## config.mk

```make
export PLATFORM = sky130hd
export DESIGN_NAME = pogpm_port
export DESIGN_NICKNAME = d
export VERILOG_FILES = /design/src/rtl/pogpm_pkg.sv /design/src/rtl/pogpm_port.sv /design/src/rtl/pogpm_edge_detect.sv /design/src/rtl/pogpm_noise_filter.sv
export SDC_FILE = /design/constraint.sdc
export NUM_CORES = 1
export LEC_CHECK = 0
export ABC_AREA = 1
export BUFFER_PORTS_ARGS = -buffer_cell sky130_fd_sc_hd__buf_4
export CORE_UTILIZATION = 35
export CTS_BUF_LIST = sky130_fd_sc_hd__clkbuf_4 sky130_fd_sc_hd__clkbuf_8 sky130_fd_sc_hd__clkbuf_16
export CTS_CLUSTER_SIZE = 40
export DETAILED_ROUTE_END_ITERATION = 6
export PLACE_DENSITY_LB_ADDON = 0.12
export SLEW_MARGIN = 20
export SYNTH_ARGS = -nofsm -noshare
export SYNTH_HDL_FRONTEND = slang
export SYNTH_SLANG_ARGS = --single-unit
export TNS_END_PERCENT = 20
```

## constraint.sdc

```tcl
create_clock -name clk -period 2.93 [get_ports clk]
set_input_delay 0.7325 -clock clk [delete_from_list [all_inputs] [get_ports clk]]
set_output_delay 0.7325 -clock clk [all_outputs]
set_load 0.03 [all_outputs]
```

## src/rtl/pogpm_pkg.sv

```systemverilog
/*
 * Shared constants for the four-pin port block: register indices and
 * byte addresses, field masks and positions, reset values, bus answers
 * and the write-channel state encoding.
 * Assumes a 32-bit AXI4-Lite register bus where each register takes
 * one aligned word at four times its index.
 */
package pogpm_pkg;

	// ----------------------------------------------------------------
	// bus geometry
	// ----------------------------------------------------------------
	localparam int ADDR_W = 18;
	localparam int DATA_W = 32;

	// ----------------------------------------------------------------
	// register indices and byte addresses
	// ----------------------------------------------------------------
	localparam logic [15:0] IDX_FUNC_SEL = 16'hFFC8;
	localparam logic [15:0] IDX_MODE_TWO = 16'hFFC9;
	localparam logic [15:0] IDX_OUT_DATA = 16'hFFD4;
	localparam logic [15:0] IDX_PULLUP = 16'hFFE0;
	localparam logic [15:0] IDX_DIR = 16'hFFE4;
	localparam logic [15:0] IDX_EDGE_CTRL = 16'hFFCC;
	localparam logic [17:0] ADDR_FUNC_SEL = {IDX_FUNC_SEL, 2'h0};
	localparam logic [17:0] ADDR_MODE_TWO = {IDX_MODE_TWO, 2'h0};
	localparam logic [17:0] ADDR_OUT_DATA = {IDX_OUT_DATA, 2'h0};
	localparam logic [17:0] ADDR_PULLUP = {IDX_PULLUP, 2'h0};
	localparam logic [17:0] ADDR_DIR = {IDX_DIR, 2'h0};
	localparam logic [17:0] ADDR_EDGE_CTRL = {IDX_EDGE_CTRL, 2'h0};

	// ----------------------------------------------------------------
	// field masks, positions and reset values
	// ----------------------------------------------------------------
	localparam logic [7:0] PIN_MASK = 8'hD8;
	localparam logic [7:0] FUNC_WR_MASK = 8'h98;
	localparam logic [7:0] FUNC_RD_ONES = 8'h42;
	localparam logic [7:0] MODE2_WR_MASK = 8'h27;
	localparam logic [7:0] MODE2_RESET = 8'hD8;
	localparam logic [7:0] DIR_READ_VAL = 8'hFF;
	localparam logic [7:0] PORT_RESET = 8'h00;
	localparam int BIT_P7 = 7;
	localparam int BIT_P4 = 4;
	localparam int BIT_P3 = 3;
	localparam int BIT_WDOG_CLK = 2;
	localparam int BIT_FILT_ON = 1;
	localparam int BIT_EDGE_RISE = 0;
	localparam int FILT_LEN_DEF = 3;

	// ----------------------------------------------------------------
	// bus answers and register selector codes
	// ----------------------------------------------------------------
	localparam logic [1:0] RESP_OKAY = 2'h0;
	localparam logic [1:0] RESP_SLVERR = 2'h2;

	typedef enum logic [2:0] {
		POGPM_SEL_NONE = 3'h0,
		POGPM_SEL_FUNC = 3'h1,
		POGPM_SEL_MODE2 = 3'h2,
		POGPM_SEL_DATA = 3'h3,
		POGPM_SEL_PULL = 3'h4,
		POGPM_SEL_DIR = 3'h5,
		POGPM_SEL_EDGE = 3'h6
	} pogpm_sel_t;

	// write channel: gray along idle -> one half -> response
	typedef enum logic [1:0] {
		POGPM_W_IDLE = 2'h0,
		POGPM_W_ADDR = 2'h1,
		POGPM_W_RESP = 2'h3,
		POGPM_W_DATA = 2'h2
	} pogpm_wr_state_t;

endpackage

```

## src/rtl/pogpm_port.sv

```systemverilog
/*
 * Four-pin general-purpose port (pins 7, 6, 4, 3) with pin function
 * select, pull-up control, the shared second mode register, an edge
 * detector on pin 7 and a switchable noise filter on pin 3.
 * Assumes an AXI4-Lite master with one write and one read in flight
 * at most, and pin inputs already synchronous to clk.
 */
// Functional notes
// - data read: output value or live pin
// - direction bit 1 drives, 0 inputs
// - direction and data apply only in I/O use
// - direction register write-only, reads all ones
// - pull-up only when input and enabled
// - 8-bit registers, bits 7,6,4,3 mapped
// - mode bit 7 picks I/O or interrupt/event
// - mode bit 4 picks I/O or interrupt/trigger
// - mode bit 3 picks I/O or capture input
// - pin 7 edge: rising or falling selectable
// - mode bits 6 and 1 read one, fixed
// - second mode register resets to D8
// - second mode bit 2 selects watchdog clock
// - direction chosen per bit
// - second mode bit 1 enables capture filter
// - pull-ups off after reset
module pogpm_port #(
	parameter int FILT_LEN = pogpm_pkg::FILT_LEN_DEF
) (
	input wire logic clk,
	input wire logic rst_n,
	input wire logic [17:0] s_axi_awaddr,
	input wire logic [2:0] s_axi_awprot,
	input wire logic s_axi_awvalid,
	output logic s_axi_awready,
	input wire logic [31:0] s_axi_wdata,
	input wire logic [3:0] s_axi_wstrb,
	input wire logic s_axi_wvalid,
	output logic s_axi_wready,
	output logic [1:0] s_axi_bresp,
	output logic s_axi_bvalid,
	input wire logic s_axi_bready,
	input wire logic [17:0] s_axi_araddr,
	input wire logic [2:0] s_axi_arprot,
	input wire logic s_axi_arvalid,
	output logic s_axi_arready,
	output logic [31:0] s_axi_rdata,
	output logic [1:0] s_axi_rresp,
	output logic s_axi_rvalid,
	input wire logic s_axi_rready,
	input wire logic [7:0] pin_in,
	output logic [7:0] pin_out,
	output logic [7:0] pin_oe,
	output logic [7:0] pin_pullup_en,
	output logic ext_int_three_level,
	output logic pin7_edge_event,
	output logic ext_int_four_level,
	output logic converter_trigger_level,
	output logic capture_input_level,
	output logic watchdog_clock_select
);

	// ----------------------------------------------------------------
	// declarations
	// ----------------------------------------------------------------
	pogpm_pkg::pogpm_wr_state_t wr_st_r;
	pogpm_pkg::pogpm_wr_state_t wr_nxt;
	logic aw_hs;
	logic w_hs;
	logic ar_hs;
	logic [17:0] awaddr_r;
	logic [7:0] wbyte_r;
	logic wlane_r;
	logic wr_go_r;
	logic [7:0] func_sel_r;
	logic [7:0] mode2_r;
	logic [7:0] out_data_r;
	logic [7:0] pullup_r;
	logic [7:0] dir_r;
	logic edge_rise_r;
	logic [7:0] eff_dir;
	logic [7:0] gpio_en;
	logic pin7_fn_level;
	logic filt_level;
	logic filt_on_bit;

	// ----------------------------------------------------------------
	// helpers
	// ----------------------------------------------------------------
	// word address to register selector; unused low bits are ignored
	function automatic pogpm_pkg::pogpm_sel_t reg_sel(
		input logic [17:0] addr);
		logic [17:0] a;
		a = {addr[17:2], 2'h0};
		case (a)
			pogpm_pkg::ADDR_FUNC_SEL: reg_sel = pogpm_pkg::POGPM_SEL_FUNC;
			pogpm_pkg::ADDR_MODE_TWO: reg_sel = pogpm_pkg::POGPM_SEL_MODE2;
			pogpm_pkg::ADDR_OUT_DATA: reg_sel = pogpm_pkg::POGPM_SEL_DATA;
			pogpm_pkg::ADDR_PULLUP: reg_sel = pogpm_pkg::POGPM_SEL_PULL;
			pogpm_pkg::ADDR_DIR: reg_sel = pogpm_pkg::POGPM_SEL_DIR;
			pogpm_pkg::ADDR_EDGE_CTRL: reg_sel = pogpm_pkg::POGPM_SEL_EDGE;
			default: reg_sel = pogpm_pkg::POGPM_SEL_NONE;
		endcase
	endfunction

	// keep only the mapped pin positions of a byte
	function automatic logic [7:0] pin_bits(input logic [7:0] v);
		pin_bits = v & pogpm_pkg::PIN_MASK;
	endfunction

	// ----------------------------------------------------------------
	// handshakes
	// ----------------------------------------------------------------
	assign aw_hs = s_axi_awvalid & s_axi_awready;
	assign w_hs = s_axi_wvalid & s_axi_wready;
	assign ar_hs = s_axi_arvalid & s_axi_arready;

	// ----------------------------------------------------------------
	// write channel state
	// ----------------------------------------------------------------
	// address and data are taken in either order; response follows both
	always_comb begin
		wr_nxt = wr_st_r;
		case (wr_st_r)
			pogpm_pkg::POGPM_W_IDLE: begin
				if (aw_hs && w_hs)
					wr_nxt = pogpm_pkg::POGPM_W_RESP;
				else if (aw_hs)
					wr_nxt = pogpm_pkg::POGPM_W_ADDR;
				else if (w_hs)
					wr_nxt = pogpm_pkg::POGPM_W_DATA;
			end
			pogpm_pkg::POGPM_W_ADDR: begin
				if (w_hs)
					wr_nxt = pogpm_pkg::POGPM_W_RESP;
			end
			pogpm_pkg::POGPM_W_DATA: begin
				if (aw_hs)
					wr_nxt = pogpm_pkg::POGPM_W_RESP;
			end
			pogpm_pkg::POGPM_W_RESP: begin
				if (s_axi_bvalid && s_axi_bready)
					wr_nxt = pogpm_pkg::POGPM_W_IDLE;
			end
			default: wr_nxt = pogpm_pkg::POGPM_W_IDLE;
		endcase
	end

	// state, readies and the one-cycle commit strobe
	always_ff @(posedge clk or negedge rst_n) begin
		if (!rst_n) begin
			wr_st_r <= pogpm_pkg::POGPM_W_IDLE;
			s_axi_awready <= 1'b1;
			s_axi_wready <= 1'b1;
			wr_go_r <= 1'b0;
		end else begin
			wr_st_r <= wr_nxt;
			s_axi_awready <= (wr_nxt == pogpm_pkg::POGPM_W_IDLE) ||
				(wr_nxt == pogpm_pkg::POGPM_W_DATA);
			s_axi_wready <= (wr_nxt == pogpm_pkg::POGPM_W_IDLE) ||
				(wr_nxt == pogpm_pkg::POGPM_W_ADDR);
			wr_go_r <= (wr_nxt == pogpm_pkg::POGPM_W_RESP) &&
				(wr_st_r != pogpm_pkg::POGPM_W_RESP);
		end
	end

	// capture address and low data byte as each arrives
	always_ff @(posedge clk or negedge rst_n) begin
		if (!rst_n) begin
			awaddr_r <= 18'h00000;
			wbyte_r <= 8'h00;
			wlane_r <= 1'b0;
		end else begin
			if (aw_hs)
				awaddr_r <= s_axi_awaddr;
			if (w_hs) begin
				wbyte_r <= s_axi_wdata[7:0];
				wlane_r <= s_axi_wstrb[0];
			end
		end
	end

	// response rises with the register update, so a read after bvalid
	// always sees the new value
	always_ff @(posedge clk or negedge rst_n) begin
		if (!rst_n) begin
			s_axi_bvalid <= 1'b0;
			s_axi_bresp <= pogpm_pkg::RESP_OKAY;
		end else if (wr_go_r) begin
			s_axi_bvalid <= 1'b1;
			s_axi_bresp <= (reg_sel(awaddr_r) == pogpm_pkg::POGPM_SEL_NONE)
				? pogpm_pkg::RESP_SLVERR : pogpm_pkg::RESP_OKAY;
		end else if (s_axi_bready) begin
			s_axi_bvalid <= 1'b0;
		end
	end

	// ----------------------------------------------------------------
	// register file
	// ----------------------------------------------------------------
	// clear on reset
	always_ff @(posedge clk or negedge rst_n) begin
		if (!rst_n) begin
			out_data_r <= pogpm_pkg::PORT_RESET;
			dir_r <= pogpm_pkg::PORT_RESET;
			pullup_r <= pogpm_pkg::PORT_RESET;
		end else if (wr_go_r && wlane_r) begin
			case (reg_sel(awaddr_r))
				pogpm_pkg::POGPM_SEL_DATA: out_data_r <= pin_bits(wbyte_r);
				pogpm_pkg::POGPM_SEL_DIR: dir_r <= pin_bits(wbyte_r);
				pogpm_pkg::POGPM_SEL_PULL: pullup_r <= pin_bits(wbyte_r);
				default: ;
			endcase
		end
	end

	// function select keeps only its three switch bits; the reserved
	// write-zero bits are dropped, so a stray one does no harm
	// reserved bits discarded
	always_ff @(posedge clk or negedge rst_n) begin
		if (!rst_n)
			func_sel_r <= pogpm_pkg::PORT_RESET;
		else if (wr_go_r && wlane_r &&
			reg_sel(awaddr_r) == pogpm_pkg::POGPM_SEL_FUNC)
			func_sel_r <= wbyte_r & pogpm_pkg::FUNC_WR_MASK;
	end

	// second mode register: fixed ones are forced back on every write
	// resets to D8
	always_ff @(posedge clk or negedge rst_n) begin
		if (!rst_n)
			mode2_r <= pogpm_pkg::MODE2_RESET;
		else if (wr_go_r && wlane_r &&
			reg_sel(awaddr_r) == pogpm_pkg::POGPM_SEL_MODE2)
			mode2_r <= (wbyte_r & pogpm_pkg::MODE2_WR_MASK) |
				(pogpm_pkg::MODE2_RESET & ~pogpm_pkg::MODE2_WR_MASK);
	end

	// pin 7 edge polarity; 0 is falling, the idle-high default
	always_ff @(posedge clk or negedge rst_n) begin
		if (!rst_n)
			edge_rise_r <= 1'b0;
		else if (wr_go_r && wlane_r &&
			reg_sel(awaddr_r) == pogpm_pkg::POGPM_SEL_EDGE)
			edge_rise_r <= wbyte_r[pogpm_pkg::BIT_EDGE_RISE];
	end

	// ----------------------------------------------------------------
	// read channel
	// ----------------------------------------------------------------
	// one read at a time: arready drops until the data is taken
	always_ff @(posedge clk or negedge rst_n) begin
		if (!rst_n) begin
			s_axi_arready <= 1'b1;
			s_axi_rvalid <= 1'b0;
			s_axi_rdata <= 32'h00000000;
			s_axi_rresp <= pogpm_pkg::RESP_OKAY;
		end else if (ar_hs) begin
			s_axi_arready <= 1'b0;
			s_axi_rvalid <= 1'b1;
			s_axi_rresp <= pogpm_pkg::RESP_OKAY;
			case (reg_sel(s_axi_araddr))
				pogpm_pkg::POGPM_SEL_DATA:
					s_axi_rdata <= {24'h000000, pin_bits(
						(dir_r & out_data_r) | (~dir_r & pin_in))};
				pogpm_pkg::POGPM_SEL_DIR:
					s_axi_rdata <= {24'h000000, pogpm_pkg::DIR_READ_VAL};
				pogpm_pkg::POGPM_SEL_PULL:
					s_axi_rdata <= {24'h000000, pullup_r};
				pogpm_pkg::POGPM_SEL_FUNC:
					s_axi_rdata <= {24'h000000,
						func_sel_r | pogpm_pkg::FUNC_RD_ONES};
				pogpm_pkg::POGPM_SEL_MODE2:
					s_axi_rdata <= {24'h000000, mode2_r};
				pogpm_pkg::POGPM_SEL_EDGE:
					s_axi_rdata <= {31'h00000000, edge_rise_r};
				default: begin
					s_axi_rdata <= 32'h00000000;
					s_axi_rresp <= pogpm_pkg::RESP_SLVERR;
				end
			endcase
		end else if (s_axi_rvalid && s_axi_rready) begin
			s_axi_rvalid <= 1'b0;
			s_axi_arready <= 1'b1;
		end
	end

	// ----------------------------------------------------------------
	// pin function decode
	// ----------------------------------------------------------------
	// a pin in its alternate function is always an input, so the
	// direction and data bits are ignored at its pad but kept for later
	// gpio use; the data register read still follows them
	assign gpio_en = ~func_sel_r;
	assign eff_dir = pin_bits(dir_r & gpio_en);
	assign filt_on_bit = mode2_r[pogpm_pkg::BIT_FILT_ON];

	// pad controls, registered so the pins never see decode glitches
	always_ff @(posedge clk or negedge rst_n) begin
		if (!rst_n) begin
			pin_oe <= 8'h00;
			pin_out <= 8'h00;
			pin_pullup_en <= 8'h00;
		end else begin
			pin_oe <= eff_dir;
			pin_out <= out_data_r & eff_dir;
			pin_pullup_en <= pin_bits(pullup_r & ~eff_dir);
		end
	end

	// alternate inputs idle high while their pin is in gpio use
	always_ff @(posedge clk or negedge rst_n) begin
		if (!rst_n) begin
			ext_int_three_level <= 1'b1;
			ext_int_four_level <= 1'b1;
			converter_trigger_level <= 1'b1;
			capture_input_level <= 1'b1;
			watchdog_clock_select <= 1'b0;
		end else begin
			ext_int_three_level <= pin7_fn_level;
			ext_int_four_level <= func_sel_r[pogpm_pkg::BIT_P4]
				? pin_in[pogpm_pkg::BIT_P4] : 1'b1;
			converter_trigger_level <= func_sel_r[pogpm_pkg::BIT_P4]
				? pin_in[pogpm_pkg::BIT_P4] : 1'b1;
			capture_input_level <= filt_on_bit ? filt_level
				: (func_sel_r[pogpm_pkg::BIT_P3]
				? pin_in[pogpm_pkg::BIT_P3] : 1'b1);
			watchdog_clock_select <= mode2_r[pogpm_pkg::BIT_WDOG_CLK];
		end
	end

	assign pin7_fn_level = func_sel_r[pogpm_pkg::BIT_P7]
		? pin_in[pogpm_pkg::BIT_P7] : 1'b1;

	// ----------------------------------------------------------------
	// event and filter helpers
	// ----------------------------------------------------------------
	// selectable edge
	pogpm_edge_detect u_edge (
		.clk(clk),
		.rst_n(rst_n),
		.sig_in(pin7_fn_level),
		.rise_sel(edge_rise_r),
		.event_pulse(pin7_edge_event)
	);

	pogpm_noise_filter #(
		.FILT_LEN(FILT_LEN)
	) u_filt (
		.clk(clk),
		.rst_n(rst_n),
		.sig_in(func_sel_r[pogpm_pkg::BIT_P3]
			? pin_in[pogpm_pkg::BIT_P3] : 1'b1),
		.filt_out(filt_level)
	);
endmodule

```

## src/rtl/pogpm_edge_detect.sv

```systemverilog
/*
 * Edge detector for the pin 7 interrupt / timer event input.
 * Assumes the input is already synchronous to clk; idle level is high.
 */
module pogpm_edge_detect (
	input wire logic clk,
	input wire logic rst_n,
	input wire logic sig_in,
	input wire logic rise_sel,
	output logic event_pulse
);

	logic prev_r;

	// ----------------------------------------------------------------
	// edge capture
	// ----------------------------------------------------------------
	// previous level resets high so a high line at release is no edge
	always_ff @(posedge clk or negedge rst_n) begin
		if (!rst_n) begin
			prev_r <= 1'b1;
			event_pulse <= 1'b0;
		end else begin
			prev_r <= sig_in;
			event_pulse <= rise_sel ? (sig_in & ~prev_r)
				: (~sig_in & prev_r);
		end
	end

endmodule

```

## src/rtl/pogpm_noise_filter.sv

```systemverilog
/*
 * Noise filter for the capture input: the output follows the input
 * only after FILT_LEN equal samples in a row.
 * Assumes the input is synchronous to clk; idle level is high.
 */
module pogpm_noise_filter #(
	parameter int FILT_LEN = 3
) (
	input wire logic clk,
	input wire logic rst_n,
	input wire logic sig_in,
	output logic filt_out
);

	logic [FILT_LEN-1:0] hist_r;

	// ----------------------------------------------------------------
	// sample history and decision
	// ----------------------------------------------------------------
	// a glitch shorter than FILT_LEN cycles never reaches the output
	always_ff @(posedge clk or negedge rst_n) begin
		if (!rst_n) begin
			hist_r <= '1;
			filt_out <= 1'b1;
		end else begin
			hist_r <= {hist_r[FILT_LEN-2:0], sig_in};
			if (&hist_r)
				filt_out <= 1'b1;
			else if (~|hist_r)
				filt_out <= 1'b0;
		end
	end

endmodule

```

Word level (Yosys, flattened, before mapping)
Cells that the tools add are included.
{ "word_totals": {"word_cells": 126, "output_inout_bits": 71, "input_bits": 93, "reg_bits": 116} }
{ "classes": {"bitwise": 16, "reduce_logical": 21, "muxes": 28, "n_eq_ne": 32} }
{ "ops": {"columns": ["op", "count"], "rows": [
  ["equality test 16 bit (second input constant)", 12],
  ["case mux 8 bit (6 select lines)", 1],
  ["AND 8 bit", 5],
  ["case mux 3 bit (6 select lines)", 2],
  ["inverter 8 bit", 3],
  ["equality test 3 bit (second input constant)", 6],
  ["2-to-1 mux 2 bit", 8],
  ["2-to-1 mux 1 bit", 13],
  ["equality test 3 x 2 -> 1 bit (second input constant)", 4],
  ["2-to-1 mux 3 bit", 3],
  ["equality test 2 bit (second input constant)", 4],
  ["logical AND 1 bit", 8],
  ["bitwise OR 8 bit", 1],
  ["case mux 2 bit (4 select lines)", 1],
  ["equality test 3 x 1 -> 1 bit (second input constant)", 2],
  ["AND reduction 2 bit", 3],
  ["OR reduction 6 bit", 1],
  ["AND 1 bit", 5],
  ["equality test 2 x 1 -> 1 bit (second input constant)", 2],
  ["zero test 2 bit", 2],
  ["nonzero test 2 bit", 2],
  ["zero test 3 bit", 1],
  ["AND reduction 3 bit", 1],
  ["OR reduction 3 bit", 1],
  ["other kinds (4)", 6]
]} }

Depth between registers and ports, before layout
Gate-level depths: netlist (run 1).
{ "depth": {"word_depth": 7, "ltp_mapped": 10, "depth_no_buf": 10} }

Cells and area by module
Synthesis (run 1) repeated with hierarchy kept, for this count alone.
{ "hier_totals": {"hier_cells": 449, "area_unflattened_um2": 3917.5} }
{ "modules_own_cells": {"columns": ["mod", "area_per_inst_um2", "seq_area_each_um2", "cells_per_inst", "n_inst"], "rows": [
  ["pogpm_port", 3704.8, 1984.4, 429, 1],
  ["pogpm_noise_filter", 136.4, 105.1, 12, 1],
  ["pogpm_edge_detect", 76.3, 51.3, 8, 1]
]} }

Worst setup path before layout (run 1)
Ideal clock, no wire load.
{ "synth_timing": {"path_type": "input to register", "startpoint": "input port s_axi_araddr[11]", "endpoint": "register s_axi_rresp[1]", "path_stages": 9, "arrival_ns": 1.480, "setup_slack_ns": 1.333, "t_required_ns": 2.813, "n_path_buf": 0, "setup_time_ns": 0.117, "path_cell_list": "nand2_1 nor2_1 nand2_1 nor2_2 inv_1 nand2_1 nor2_1 nand3_1 nand2_1"} }
{ "synth_between": {"elab_chain_len": 6, "word_cells_on_any_way": 16, "cone_classes": "12 x eq/ne; 3 x mux; 1 x reduce/logical"} }
{ "synth_lines": {"columns": ["element", "line", "text"], "rows": [
  ["from (decl)", "pogpm_port.sv:41", "input wire logic [17:0] s_axi_araddr,"],
  ["equality test 16 bit", "pogpm_port.sv:93", "case (a)"],
  ["case mux 3 bit (6 select lines) *", "pogpm_port.sv:93", null],
  ["2-to-1 mux 3 bit *", "pogpm_port.sv:256", "end else if (ar_hs) begin"],
  ["equality test 3 bit, or another cell as far along", "pogpm_port.sv:260", "case (reg_sel(s_axi_araddr))"],
  ["OR reduction 6 bit (no line) *", null, null],
  ["2-to-1 mux 2 bit *", "pogpm_port.sv:260", null],
  ["to (signal assigned)", "pogpm_port.sv:255", "s_axi_rresp <= pogpm_pkg::RESP_OKAY;"],
  ["to (signal assigned)", "pogpm_port.sv:259", "s_axi_rresp <= pogpm_pkg::RESP_OKAY;"],
  ["to (signal assigned)", "pogpm_port.sv:277", "s_axi_rresp <= pogpm_pkg::RESP_SLVERR;"],
  ["to (decl)", "pogpm_port.sv:46", "output logic [1:0] s_axi_rresp,"]
]} }
Mark *: on every way between the ends. The rest lies on a longest branch, timed or not. The select of a mux whose other input is x is not followed.
A chain may end at the register's enable or synchronous reset.

Worst setup path after layout (run 1)
{ "layout_timing": {"startpoint": "register s_axi_arready", "endpoint": "output port s_axi_arready"} }
{ "layout_rtl": {"columns": ["element", "line", "text"], "rows": [
  ["from (decl)", "pogpm_port.sv:44", "output logic s_axi_arready,"],
  ["from (signal assigned)", "pogpm_port.sv:252", "s_axi_arready <= 1'b1;"],
  ["from (signal assigned)", "pogpm_port.sv:257", "s_axi_arready <= 1'b0;"],
  ["from (signal assigned)", "pogpm_port.sv:282", "s_axi_arready <= 1'b1;"]
]} }
No word-level cell between the ends.

==> results of run 1 <==
cell families after synthesis:
group,after synthesis,share of synthesized area
simple gates,212,0.230
buf+inv,94,0.130
flops,84,0.545
compound gates,43,0.0584
mux,12,0.0349
other cells,1,0.000967
path summary, 6_finish.rpt:
kind | startpoint | endpoint | cells past startpoint
max | s_axi_arready | s_axi_arready | 1
min | rst_n | pin_oe[4] | 1
max reg2reg | s_axi_awready | awaddr_r[14] | 2
min reg2reg | u_filt.hist_r[0] | u_filt.hist_r[1] | 0
max in group asynchronous | rst_n | u_edge.prev_r | 2
min in group clk | u_filt.hist_r[0] | u_filt.hist_r[1] | 0
stage by stage:
step | setup WS, ns | std cells | utilization
finish | 1.14 | 680 | 0.441
floorplan | 1.33 | 483 | -
global route | 1.08 | 680 | 0.441
global placement | 1.02 | 664 | 0.419
detailed placement | 1.01 | 664 | 0.419
CTS | 1.11 | 680 | 0.441
registers in the layout, summed over array words and instances, names as in the netlist, 4 cells and up:
| signal | flops |
|---|---|
| wbyte_r | 8 |
| out_data_r | 4 |
| s_axi_rdata | 8 |
| pullup_r | 4 |
| pin_oe | 4 |
| mode2_r | 4 |
| awaddr_r | 16 |
| pin_pullup_en | 4 |
| dir_r | 4 |
| pin_out | 4 |
layout by cell type, fill, tap and decap left out:
| cell | synthesis | final |
|---|---|---|
| sky130_fd_sc_hd__a21oi_1 | 7 | 7 |
| sky130_fd_sc_hd__buf_12 | 0 | 1 |
| sky130_fd_sc_hd__buf_4 | 40 | 84 |
| sky130_fd_sc_hd__bufinv_16 | 0 | 2 |
| sky130_fd_sc_hd__clkbuf_8 | 0 | 10 |
| sky130_fd_sc_hd__clkinvlp_4 | 0 | 1 |
| sky130_fd_sc_hd__conb_1 | 1 | 38 |
| sky130_fd_sc_hd__dfrtp_1 | 74 | 74 |
| sky130_fd_sc_hd__dfstp_2 | 10 | 10 |
| sky130_fd_sc_hd__inv_1 | 47 | 47 |
| sky130_fd_sc_hd__inv_2 | 3 | 3 |
| sky130_fd_sc_hd__inv_6 | 0 | 3 |
| sky130_fd_sc_hd__mux2_2 | 12 | 12 |
| sky130_fd_sc_hd__nand2_1 | 112 | 112 |
| sky130_fd_sc_hd__nand2_2 | 1 | 1 |
| sky130_fd_sc_hd__nand2_4 | 1 | 1 |
| sky130_fd_sc_hd__nand3_1 | 32 | 32 |
| sky130_fd_sc_hd__nand4_1 | 5 | 5 |
| sky130_fd_sc_hd__nor2_1 | 52 | 52 |
| sky130_fd_sc_hd__nor2_2 | 3 | 3 |
| sky130_fd_sc_hd__nor2_4 | 3 | 3 |
| sky130_fd_sc_hd__nor3_1 | 3 | 3 |
| sky130_fd_sc_hd__o21ai_0 | 28 | 28 |
| sky130_fd_sc_hd__o21ai_1 | 5 | 5 |
| sky130_fd_sc_hd__o21ai_2 | 3 | 3 |
power by group through the flow:
stage	registers (W)	clock network, W	logic (W)
2_1_floorplan	0.00163	0	0.000507
6_report	0.00154	0.000945	0.000786
4_1_cts	0.00154	0.000978	0.000801
3_5_place_dp	0.00156	0	0.000797
3_3_place_gp	0.00155	0	0.000783
5_1_grt	0.00157	0.00104	0.000894
final cells by class:
| cell class | count | area (um^2) | area share |
|---|---|---|---|
| clock inverters | 6 | 93.8 | 0.0197 |
| well taps | 140 | 175 | 0.0368 |
| flip-flops and latches | 84 | 2110 | 0.445 |
| inverters | 50 | 188 | 0.0395 |
| repair buffers | 85 | 651 | 0.137 |
| multi-input cells | 305 | 1400 | 0.294 |
| clock buffers | 10 | 138 | 0.0289 |
routing by layer:
| metal | up-vias | GRT usage | routed length (um) |
|---|---|---|---|
| li1 | 1493 | - | - |
| met3 | 10 | 0.0418 | 542 |
| met1 | 1298 | 0.182 | 3570 |
| met5 | - | 0 | 0 |
| met2 | 86 | 0.239 | 3510 |
| met4 | 0 | 0.0499 | 82 |
==> metrics.txt, run 1 <==
area of the core region 10800 um^2; kind of capture point of the worst setup path output port; layout overhead on the synthesized area 22.7%; drt via density 4.25; number of sinks driven by the clock tree 84; routed len/inst 11.3 um; relative slew slack 0.521; worst-skew pair later-pin latency 0.35 ns; effective utilization at floorplan 0.359; total of fill cells in the finished design 1083; global-route wire length before repair 13000 um; number of distinct standard cells referenced by the synthesized netlist 22; Max stage delay cell, worst path sky130_fd_sc_hd__dfstp_2; buffers inserted during post-CTS setup optimization 0; Routed WL 7700 um; number of failing setup endpoints in the final timing report 0; sequential element share of the synthesized area 0.545; element type at the critical path start flop; Data arrival, critical path 1.06 ns; worst min-delay path class input port to asynchronous set/reset pin; Slew Viols, Final 0; post-route design area 4760 um^2; Max Clock Skew 0.00962 ns; DRT iter0 DRCs 106; chain of cells forming the critical path buf_4; number of core rows 38; category of the critical setup timing path flop to output port; IO Port Bufs 84; number of failing hold endpoints at the final stage 0; TritonCTS clock tree yes; total number of vias 2887; result of the run completed; largest area contributor in the synthesized netlist sky130_fd_sc_hd__dfrtp_1; setup tns final 0 ns; highest cell delay on the worst timing path 0.55 ns; share of async-settable or async-resettable flops after synthesis 1.00; Chip Width 107 um; switching fraction of total power 0.324; final critical delay including setup and external delays 1.79 ns; maximum capacitance violations 0; Synth Warn # 0; fraction of power consumed by sequential logic 0.470; portion of total power attributed to combinational logic 0.241; fraction of synthesized cell area taken by the top area cell type 0.478; H-tree depth 3; post-detailed-route DRC marker count 0; Antenna Cells 0; DP Wirelength 5750 um; number of hold buffers added after cts 0; combined area of all synthesized cells 3880 um^2; residual antenna-violating net count after detailed routing 0; most used flip-flop cell after synthesis sky130_fd_sc_hd__dfrtp_1; Critical path buffers and inverters 1; unrepaired setup endpoints after global routing false; internal power consumption 0.00221 W; Die Height 107 um; Total Power Consumption 0.00327 W; Max Fclk 0.557 GHz; crit share post-route 0.613; post-CTS sizing 0; fraction of layout instances using a drive strength above 1 0.254; power share of the clock group 0.289; leading cell types by count after synthesis sky130_fd_sc_hd__nand2_1 (112), sky130_fd_sc_hd__dfrtp_1 (74), sky130_fd_sc_hd__nor2_1 (52); final-stage net count 628; Leak 2.48 nW; Bufs on Longest Clock Path 2; via count of the first global-routing pass 2852; number of instances in the synthesized netlist 446; total clock buffers created by CTS 9; slew of the pin with the lowest slew margin 0.717 ns; clk root buf sky130_fd_sc_hd__clkbuf_8; Total Die Area 11500 um^2; cell with the most instances after synthesis sky130_fd_sc_hd__nand2_1; dominant delay contributor by cell family on the critical path flip-flops; instance area at placement 4520 um^2; Area contributors post-synth sky130_fd_sc_hd__dfrtp_1 (48%), sky130_fd_sc_hd__nand2_1 (11%), sky130_fd_sc_hd__buf_4 (7.7%); worst-path maximum fanout 3; synthesized area divided by synthesized cell count 8.69 um^2; placer congestion estimate 0.814; Hold Worst Slack 0.382 ns; largest net degree at the start of global routing 48; Boundary Pins 164; final global-route overflow total 0; WP data required 2.20 ns; power density of the placed cells 687 nW/um^2; combined global-route utilization of all metal layers 0.145; total iterations of the first detailed-routing run 4; worst reg2reg setup slack 1.42 ns; worst supply voltage drop on vdd 0.344 mV; FF+latch count, synth 84; net switching power 0.00106 W; number of flops mapped to enable cells by yosys 0; number of antenna violations at the first check in global routing 0; CTS clk-pin slew, worst paths 0.09 ns
(Power assumes the default switching activity.)
==> inputs of run 2 (changes only) <==
==> constraint.sdc (replaced) <==
create_clock -name clk -period 1.8 [get_ports clk]
set_input_delay 0.45 -clock clk [delete_from_list [all_inputs] [get_ports clk]]
set_output_delay 0.45 -clock clk [all_outputs]
set_load 0.03 [all_outputs]
==> run 2 against run 1 <==
Effect of this change: sequential cell count unchanged; combinational power grew 67%; utilization is 0.57 points higher; clock skew increased by 0.0018 ns; cell count increased by 0.88%; routed wire length increased by 0.17%; largest cell class unchanged; largest power group unchanged.
==> metrics.txt, run 2 (synthesized netlist as in run 1, its figures left out) <==
result of the run completed; capturing point of the worst reg2reg path pullup_r[7]; global-route wire length before repair 13000 um; setup tns final 0 ns; kind of capture point of the worst setup path output port; layout overhead on the synthesized area 24.2%; met3 Use GR 0.0339; H-tree depth 3; crit share post-route 0.855; area occupied by multi-input gates 1400 um^2; drt via density 4.27; Routed WL 7720 um; TritonCTS clock tree yes; chain of cells forming the critical path buf_4; Bufs on Longest Clock Path 2; highest cell delay on the worst timing path 0.57 ns; largest net degree at the start of global routing 39; final-stage net count 634; number of sinks driven by the clock tree 84; WP data required 1.35 ns; number of cells traversed by the worst hold path 3; Chip Width 107 um; beginning of the worst register-to-register path awaddr_r[10]; total number of vias 2930; total placed cells including tap cells 669; most frequent cells in the layout sky130_fd_sc_hd__nand2_1 (112), sky130_fd_sc_hd__buf_4 (89), sky130_fd_sc_hd__dfrtp_1 (74); placer congestion estimate 0.810; length in cells of the worst reg-to-reg path 7; effective utilization at floorplan 0.359; worst reg2reg setup slack 0.36 ns; Total Die Area 11500 um^2; combined global-route utilization of all metal layers 0.146; total clock buffers created by CTS 9; CTS clk-pin slew, worst paths 0.09 ns; number of antenna violations at the first check in global routing 0; dominant delay contributor by cell family on the critical path flip-flops; Max Fclk 0.650 GHz; worst-skew pair later-pin latency 0.36 ns; Boundary Pins 164; core occupancy in the finished layout 0.446; crit path launch u_edge.prev_r; number of core rows 38; total iterations of the first detailed-routing run 4; Data arrival, critical path 1.09 ns; Slew Viols, Final 0; element type at the critical path start flop; area occupied by registers 2110 um^2; met1 global-route usage 0.192; total of fill cells in the finished design 1065; Max stage delay cell, worst path sky130_fd_sc_hd__dfstp_2; register bank with the most flops awaddr_r; post-detailed-route DRC marker count 0; GRT busiest layer met2; Max Clock Skew 0.0114 ns; IO Port Bufs 84; total number of cells along the worst setup path 1; largest registers awaddr_r: 16 flops, s_axi_rdata: 8 flops, wbyte_r: 8 flops; max reg flops 16; worst supply voltage drop on vdd 0.433 mV; worst-path maximum fanout 3; leading cell type in the layout, fill and taps excluded sky130_fd_sc_hd__nand2_1; buffers inserted during post-CTS setup optimization 0; power density of the placed cells 1130 nW/um^2; category of the critical setup timing path flop to output port; clk root buf sky130_fd_sc_hd__clkbuf_8; final global-route overflow total 0; maximum capacitance violations 0; non-filler instance count after layout 686; DRT iter0 DRCs 106; Critical path buffers and inverters 1; worst min-delay path class input port to flop; area of the core region 10800 um^2; residual antenna-violating net count after detailed routing 0; Total Power Consumption 0.00546 W; Antenna Cells 0; endpoint of the worst setup timing path ext_int_three_level; number of failing setup endpoints in the final timing report 0; DP Wirelength 5940 um; via count of the first global-routing pass 2850; routed len/inst 11.2 um; final critical delay including setup and external delays 1.54 ns; unrepaired setup endpoints after global routing false; number of failing hold endpoints at the final stage 0; fraction of layout instances using a drive strength above 1 0.260; Leak 2.52 nW; met2 Usage GRT 0.227; Die Height 107 um
[run 2: how the worst min path moves through the flow]
stage | start | endpoint
after floorplan | rst_n | awaddr_r[10]
after detailed placement | rst_n | pin_oe[4]
after CTS | pin_in[4] | converter_trigger_level
after global routing | s_axi_bready | s_axi_bvalid
after global placement | rst_n | pin_oe[4]
final | pin_in[4] | converter_trigger_level
[run 2: where the power goes]
part | total, W | switching [W] | internal, W
Combinational | 0.00131 | 0.000812 | 0.000494
Clock | 0.00165 | 0.000715 | 0.000934
Sequential | 0.00250 | 0.000207 | 0.00229
[run 2: per-stage QoR]
step                      area, um^2  hold WS [ns]  setup slack (ns)
after CTS                       4820         0.262             0.244
after global placement          4560         0.365             0.187
after global routing            4820         0.281             0.176
final                           4820         0.277             0.261
after detailed placement        4560         0.367             0.199
after floorplan                 4020         0.154             0.476
[run 2: what timing repair did]
item / 4_1_cts / 5_1_grt
hold buffers: 1 / 0
hold endpoints to repair: 18 / 0
resized for setup: 0 / 0
[run 2: final cells by class]
class                   count  share of cell area
multi-input cells         305               0.290
clock inverters             7              0.0252
well taps                 140              0.0364
clock buffers               9              0.0257
repair buffers             91               0.145
flip-flops and latches     84               0.439
inverters                  50              0.0390
[run 2: per-layer routing]
| layer | up-vias | routed length, um |
|---|---|---|
| met5 | - | 0 |
| met4 | 0 | 165 |
| met2 | 88 | 3500 |
| met1 | 1318 | 3530 |
| met3 | 15 | 520 |
| li1 | 1509 | - |
==> inputs of run 3 (changes only) <==
--- a/config.mk
+++ b/config.mk
@@ -11,9 +11,10 @@
 export CTS_BUF_LIST = sky130_fd_sc_hd__clkbuf_4 sky130_fd_sc_hd__clkbuf_8 sky130_fd_sc_hd__clkbuf_16
 export CTS_CLUSTER_SIZE = 40
 export DETAILED_ROUTE_END_ITERATION = 6
+export MAX_ROUTING_LAYER = met4
 export PLACE_DENSITY_LB_ADDON = 0.12
-export SLEW_MARGIN = 20
 export SYNTH_ARGS = -nofsm -noshare
 export SYNTH_HDL_FRONTEND = slang
+export SYNTH_HIERARCHICAL = 1
 export SYNTH_SLANG_ARGS = --single-unit
 export TNS_END_PERCENT = 20
==> run 3 against run 2 <==
Effect of this change: routed wire length is 0.79% lower; sequential share of layout area increased by 0.80 points; critical path depth did not move.
==> metrics.txt, run 3 <==
IO Port Bufs 84; number of instances in the synthesized netlist 449; fraction of layout instances using a drive strength above 1 0.261; Synth Warn # 6; element type at the critical path start flop; worst min-delay path class input port to flop; Bufs on Longest Clock Path 2; highest cell delay on the worst timing path 0.55 ns; leading cell types by count after synthesis sky130_fd_sc_hd__nand2_1 (114), sky130_fd_sc_hd__dfrtp_1 (74), sky130_fd_sc_hd__inv_1 (50); number of distinct standard cells referenced by the synthesized netlist 22; category of the critical setup timing path flop to output port; Area contributors post-synth sky130_fd_sc_hd__dfrtp_1 (47%), sky130_fd_sc_hd__nand2_1 (11%), sky130_fd_sc_hd__buf_4 (7.7%); core occupancy in the finished layout 0.440; fraction of synthesized cell area taken by the top area cell type 0.473; worst-path maximum fanout 3; post-route design area 4790 um^2; combined global-route utilization of all metal layers 0.148; Critical path buffers and inverters 1; Antenna Cells 0; largest registers awaddr_r: 16 flops, s_axi_rdata: 8 flops, wbyte_r: 8 flops; dominant delay contributor by cell family on the critical path flip-flops; combined area of all synthesized cells 3920 um^2; global-route wire length before repair 12800 um; layout overhead on the synthesized area 22.3%; buffers inserted during post-CTS setup optimization 0; endpoint of the worst setup timing path s_axi_arready; crit path setup slack, layout 0.286 ns; Max stage delay cell, worst path sky130_fd_sc_hd__dfstp_2; residual antenna-violating net count after detailed routing 0; unrepaired setup endpoints after global routing false; most used flip-flop cell after synthesis sky130_fd_sc_hd__dfrtp_1; worst supply voltage drop on vdd 0.737 mV; kind of capture point of the worst setup path output port; beginning of the worst register-to-register path awaddr_r[2]; clk root buf sky130_fd_sc_hd__clkbuf_8; DRT iter0 DRCs 122; largest area contributor in the synthesized netlist sky130_fd_sc_hd__dfrtp_1; Leak 2.51 nW; number of flops mapped to enable cells by yosys 0; total clock buffers created by CTS 9; total of fill cells in the finished design 1104; final critical delay including setup and external delays 1.51 ns; pre-CTS setup slack 0.175 ns; area occupied by multi-input gates 1400 um^2; crit path launch s_axi_arready; number of antenna violations at the first check in global routing 0; Routed WL 7660 um; result of the run completed; max reg flops 16; length in cells of the worst reg-to-reg path 6; Chip Width 108 um; crit share post-route 0.841; worst-skew pair later-pin latency 0.35 ns; total iterations of the first detailed-routing run 5; number of core rows 38; setup tns final 0 ns; TritonCTS clock tree yes; H-tree depth 3; Boundary Pins 164; number of failing hold endpoints at the final stage 0; chain of cells forming the critical path buf_4; routed len/inst 11.1 um; power density of the placed cells 1060 nW/um^2; Hold Worst Slack 0.286 ns; area of the core region 10900 um^2; capturing point of the worst reg2reg path dir_r[3]; share of async-settable or async-resettable flops after synthesis 1.00; placer congestion estimate 0.807; effective utilization at floorplan 0.360; synthesized area divided by synthesized cell count 8.72 um^2; sequential element share of the synthesized area 0.546; Die Height 108 um; CTS clk-pin slew, worst paths 0.09 ns; worst reg2reg setup slack 0.37 ns; drt via density 4.28; area occupied by registers 2140 um^2; Data arrival, critical path 1.06 ns; Slew Viols, Final 0; instance area at placement 4590 um^2; largest net degree at the start of global routing 41; Max Clock Skew 0.0119 ns; leading cell type in the layout, fill and taps excluded sky130_fd_sc_hd__nand2_1; number of hold buffers added after cts 1; Total Die Area 11600 um^2; DP Wirelength 5780 um; total number of cells along the worst setup path 1; register bank with the most flops awaddr_r; final global-route overflow total 0; total number of vias 2944; cell with the most instances after synthesis sky130_fd_sc_hd__nand2_1; number of failing setup endpoints in the final timing report 0; Max Fclk 0.661 GHz; final-stage net count 636; via count of the first global-routing pass 2808; maximum capacitance violations 0; WP data required 1.35 ns; FF+latch count, synth 85; number of sinks driven by the clock tree 85; post-detailed-route DRC marker count 0; most frequent cells in the layout sky130_fd_sc_hd__nand2_1 (114), sky130_fd_sc_hd__buf_4 (88), sky130_fd_sc_hd__dfrtp_1 (74); post-CTS sizing 0
==> run 3: cell count changes after synthesis, moves of 2 or more <==
| cell | delta |
|---|---|
| sky130_fd_sc_hd__a21oi_1 | -3 |
| sky130_fd_sc_hd__inv_1 | +3 |
| sky130_fd_sc_hd__nand2_1 | +2 |
| sky130_fd_sc_hd__nand3_1 | +2 |
| sky130_fd_sc_hd__nor2_1 | -3 |
==> run 3: worst min-delay path by stage <==
stage,startpoint,end,depth (start not counted)
2_1_floorplan,rst_n,awaddr_r[10],0
4_1_cts,s_axi_rready,s_axi_rvalid,2
3_3_place_gp,u_filt/hist_r[1],u_filt/hist_r[2],0
5_1_grt,s_axi_rready,s_axi_rvalid,2
3_5_place_dp,u_filt/hist_r[1],u_filt/hist_r[2],0
6_report,s_axi_rready,s_axi_rvalid,2
==> run 3: final cells by class <==
| class | instances | area share |
|---|---|---|
| tap | 140 | 0.0366 |
| timing repair buffer | 90 | 0.144 |
| clock inverter | 6 | 0.00993 |
| sequential | 85 | 0.447 |
| clock buffer | 10 | 0.0287 |
| multi-input combinational | 304 | 0.292 |
| inverter | 53 | 0.0415 |
==> run 3: power breakdown <==
group | internal (W) | total [W] | switching (W)
sequential | 0.00232 | 0.00252 | 0.000203
clock | 0.000549 | 0.00125 | 0.000704
combinational | 0.000491 | 0.00131 | 0.000816
==> run 3: through the flow <==
| step | cells | power [W] |
|---|---|---|
| after floorplan | 486 | 0.00349 |
| after global placement | 671 | 0.00385 |
| after detailed placement | 671 | 0.00388 |
| after CTS | 688 | 0.00516 |
| after global routing | 688 | 0.00544 |
| final | 688 | 0.00508 |
==> run 3: cell families after synthesis <==
logic type      share of synthesized area
compound gates                     0.0553
buf+inv                             0.132
flops                               0.546
mux                                0.0374
other cells                      0.000957
simple gates                        0.228
==> run 3: routing by layer <==
layer	track usage	wire, um	vias to the layer above
met5	-	0	-
met4	0.0577	92	0
met3	0.0369	490	11
met2	0.225	3530	96
met1	0.189	3540	1320
li1	-	-	1517
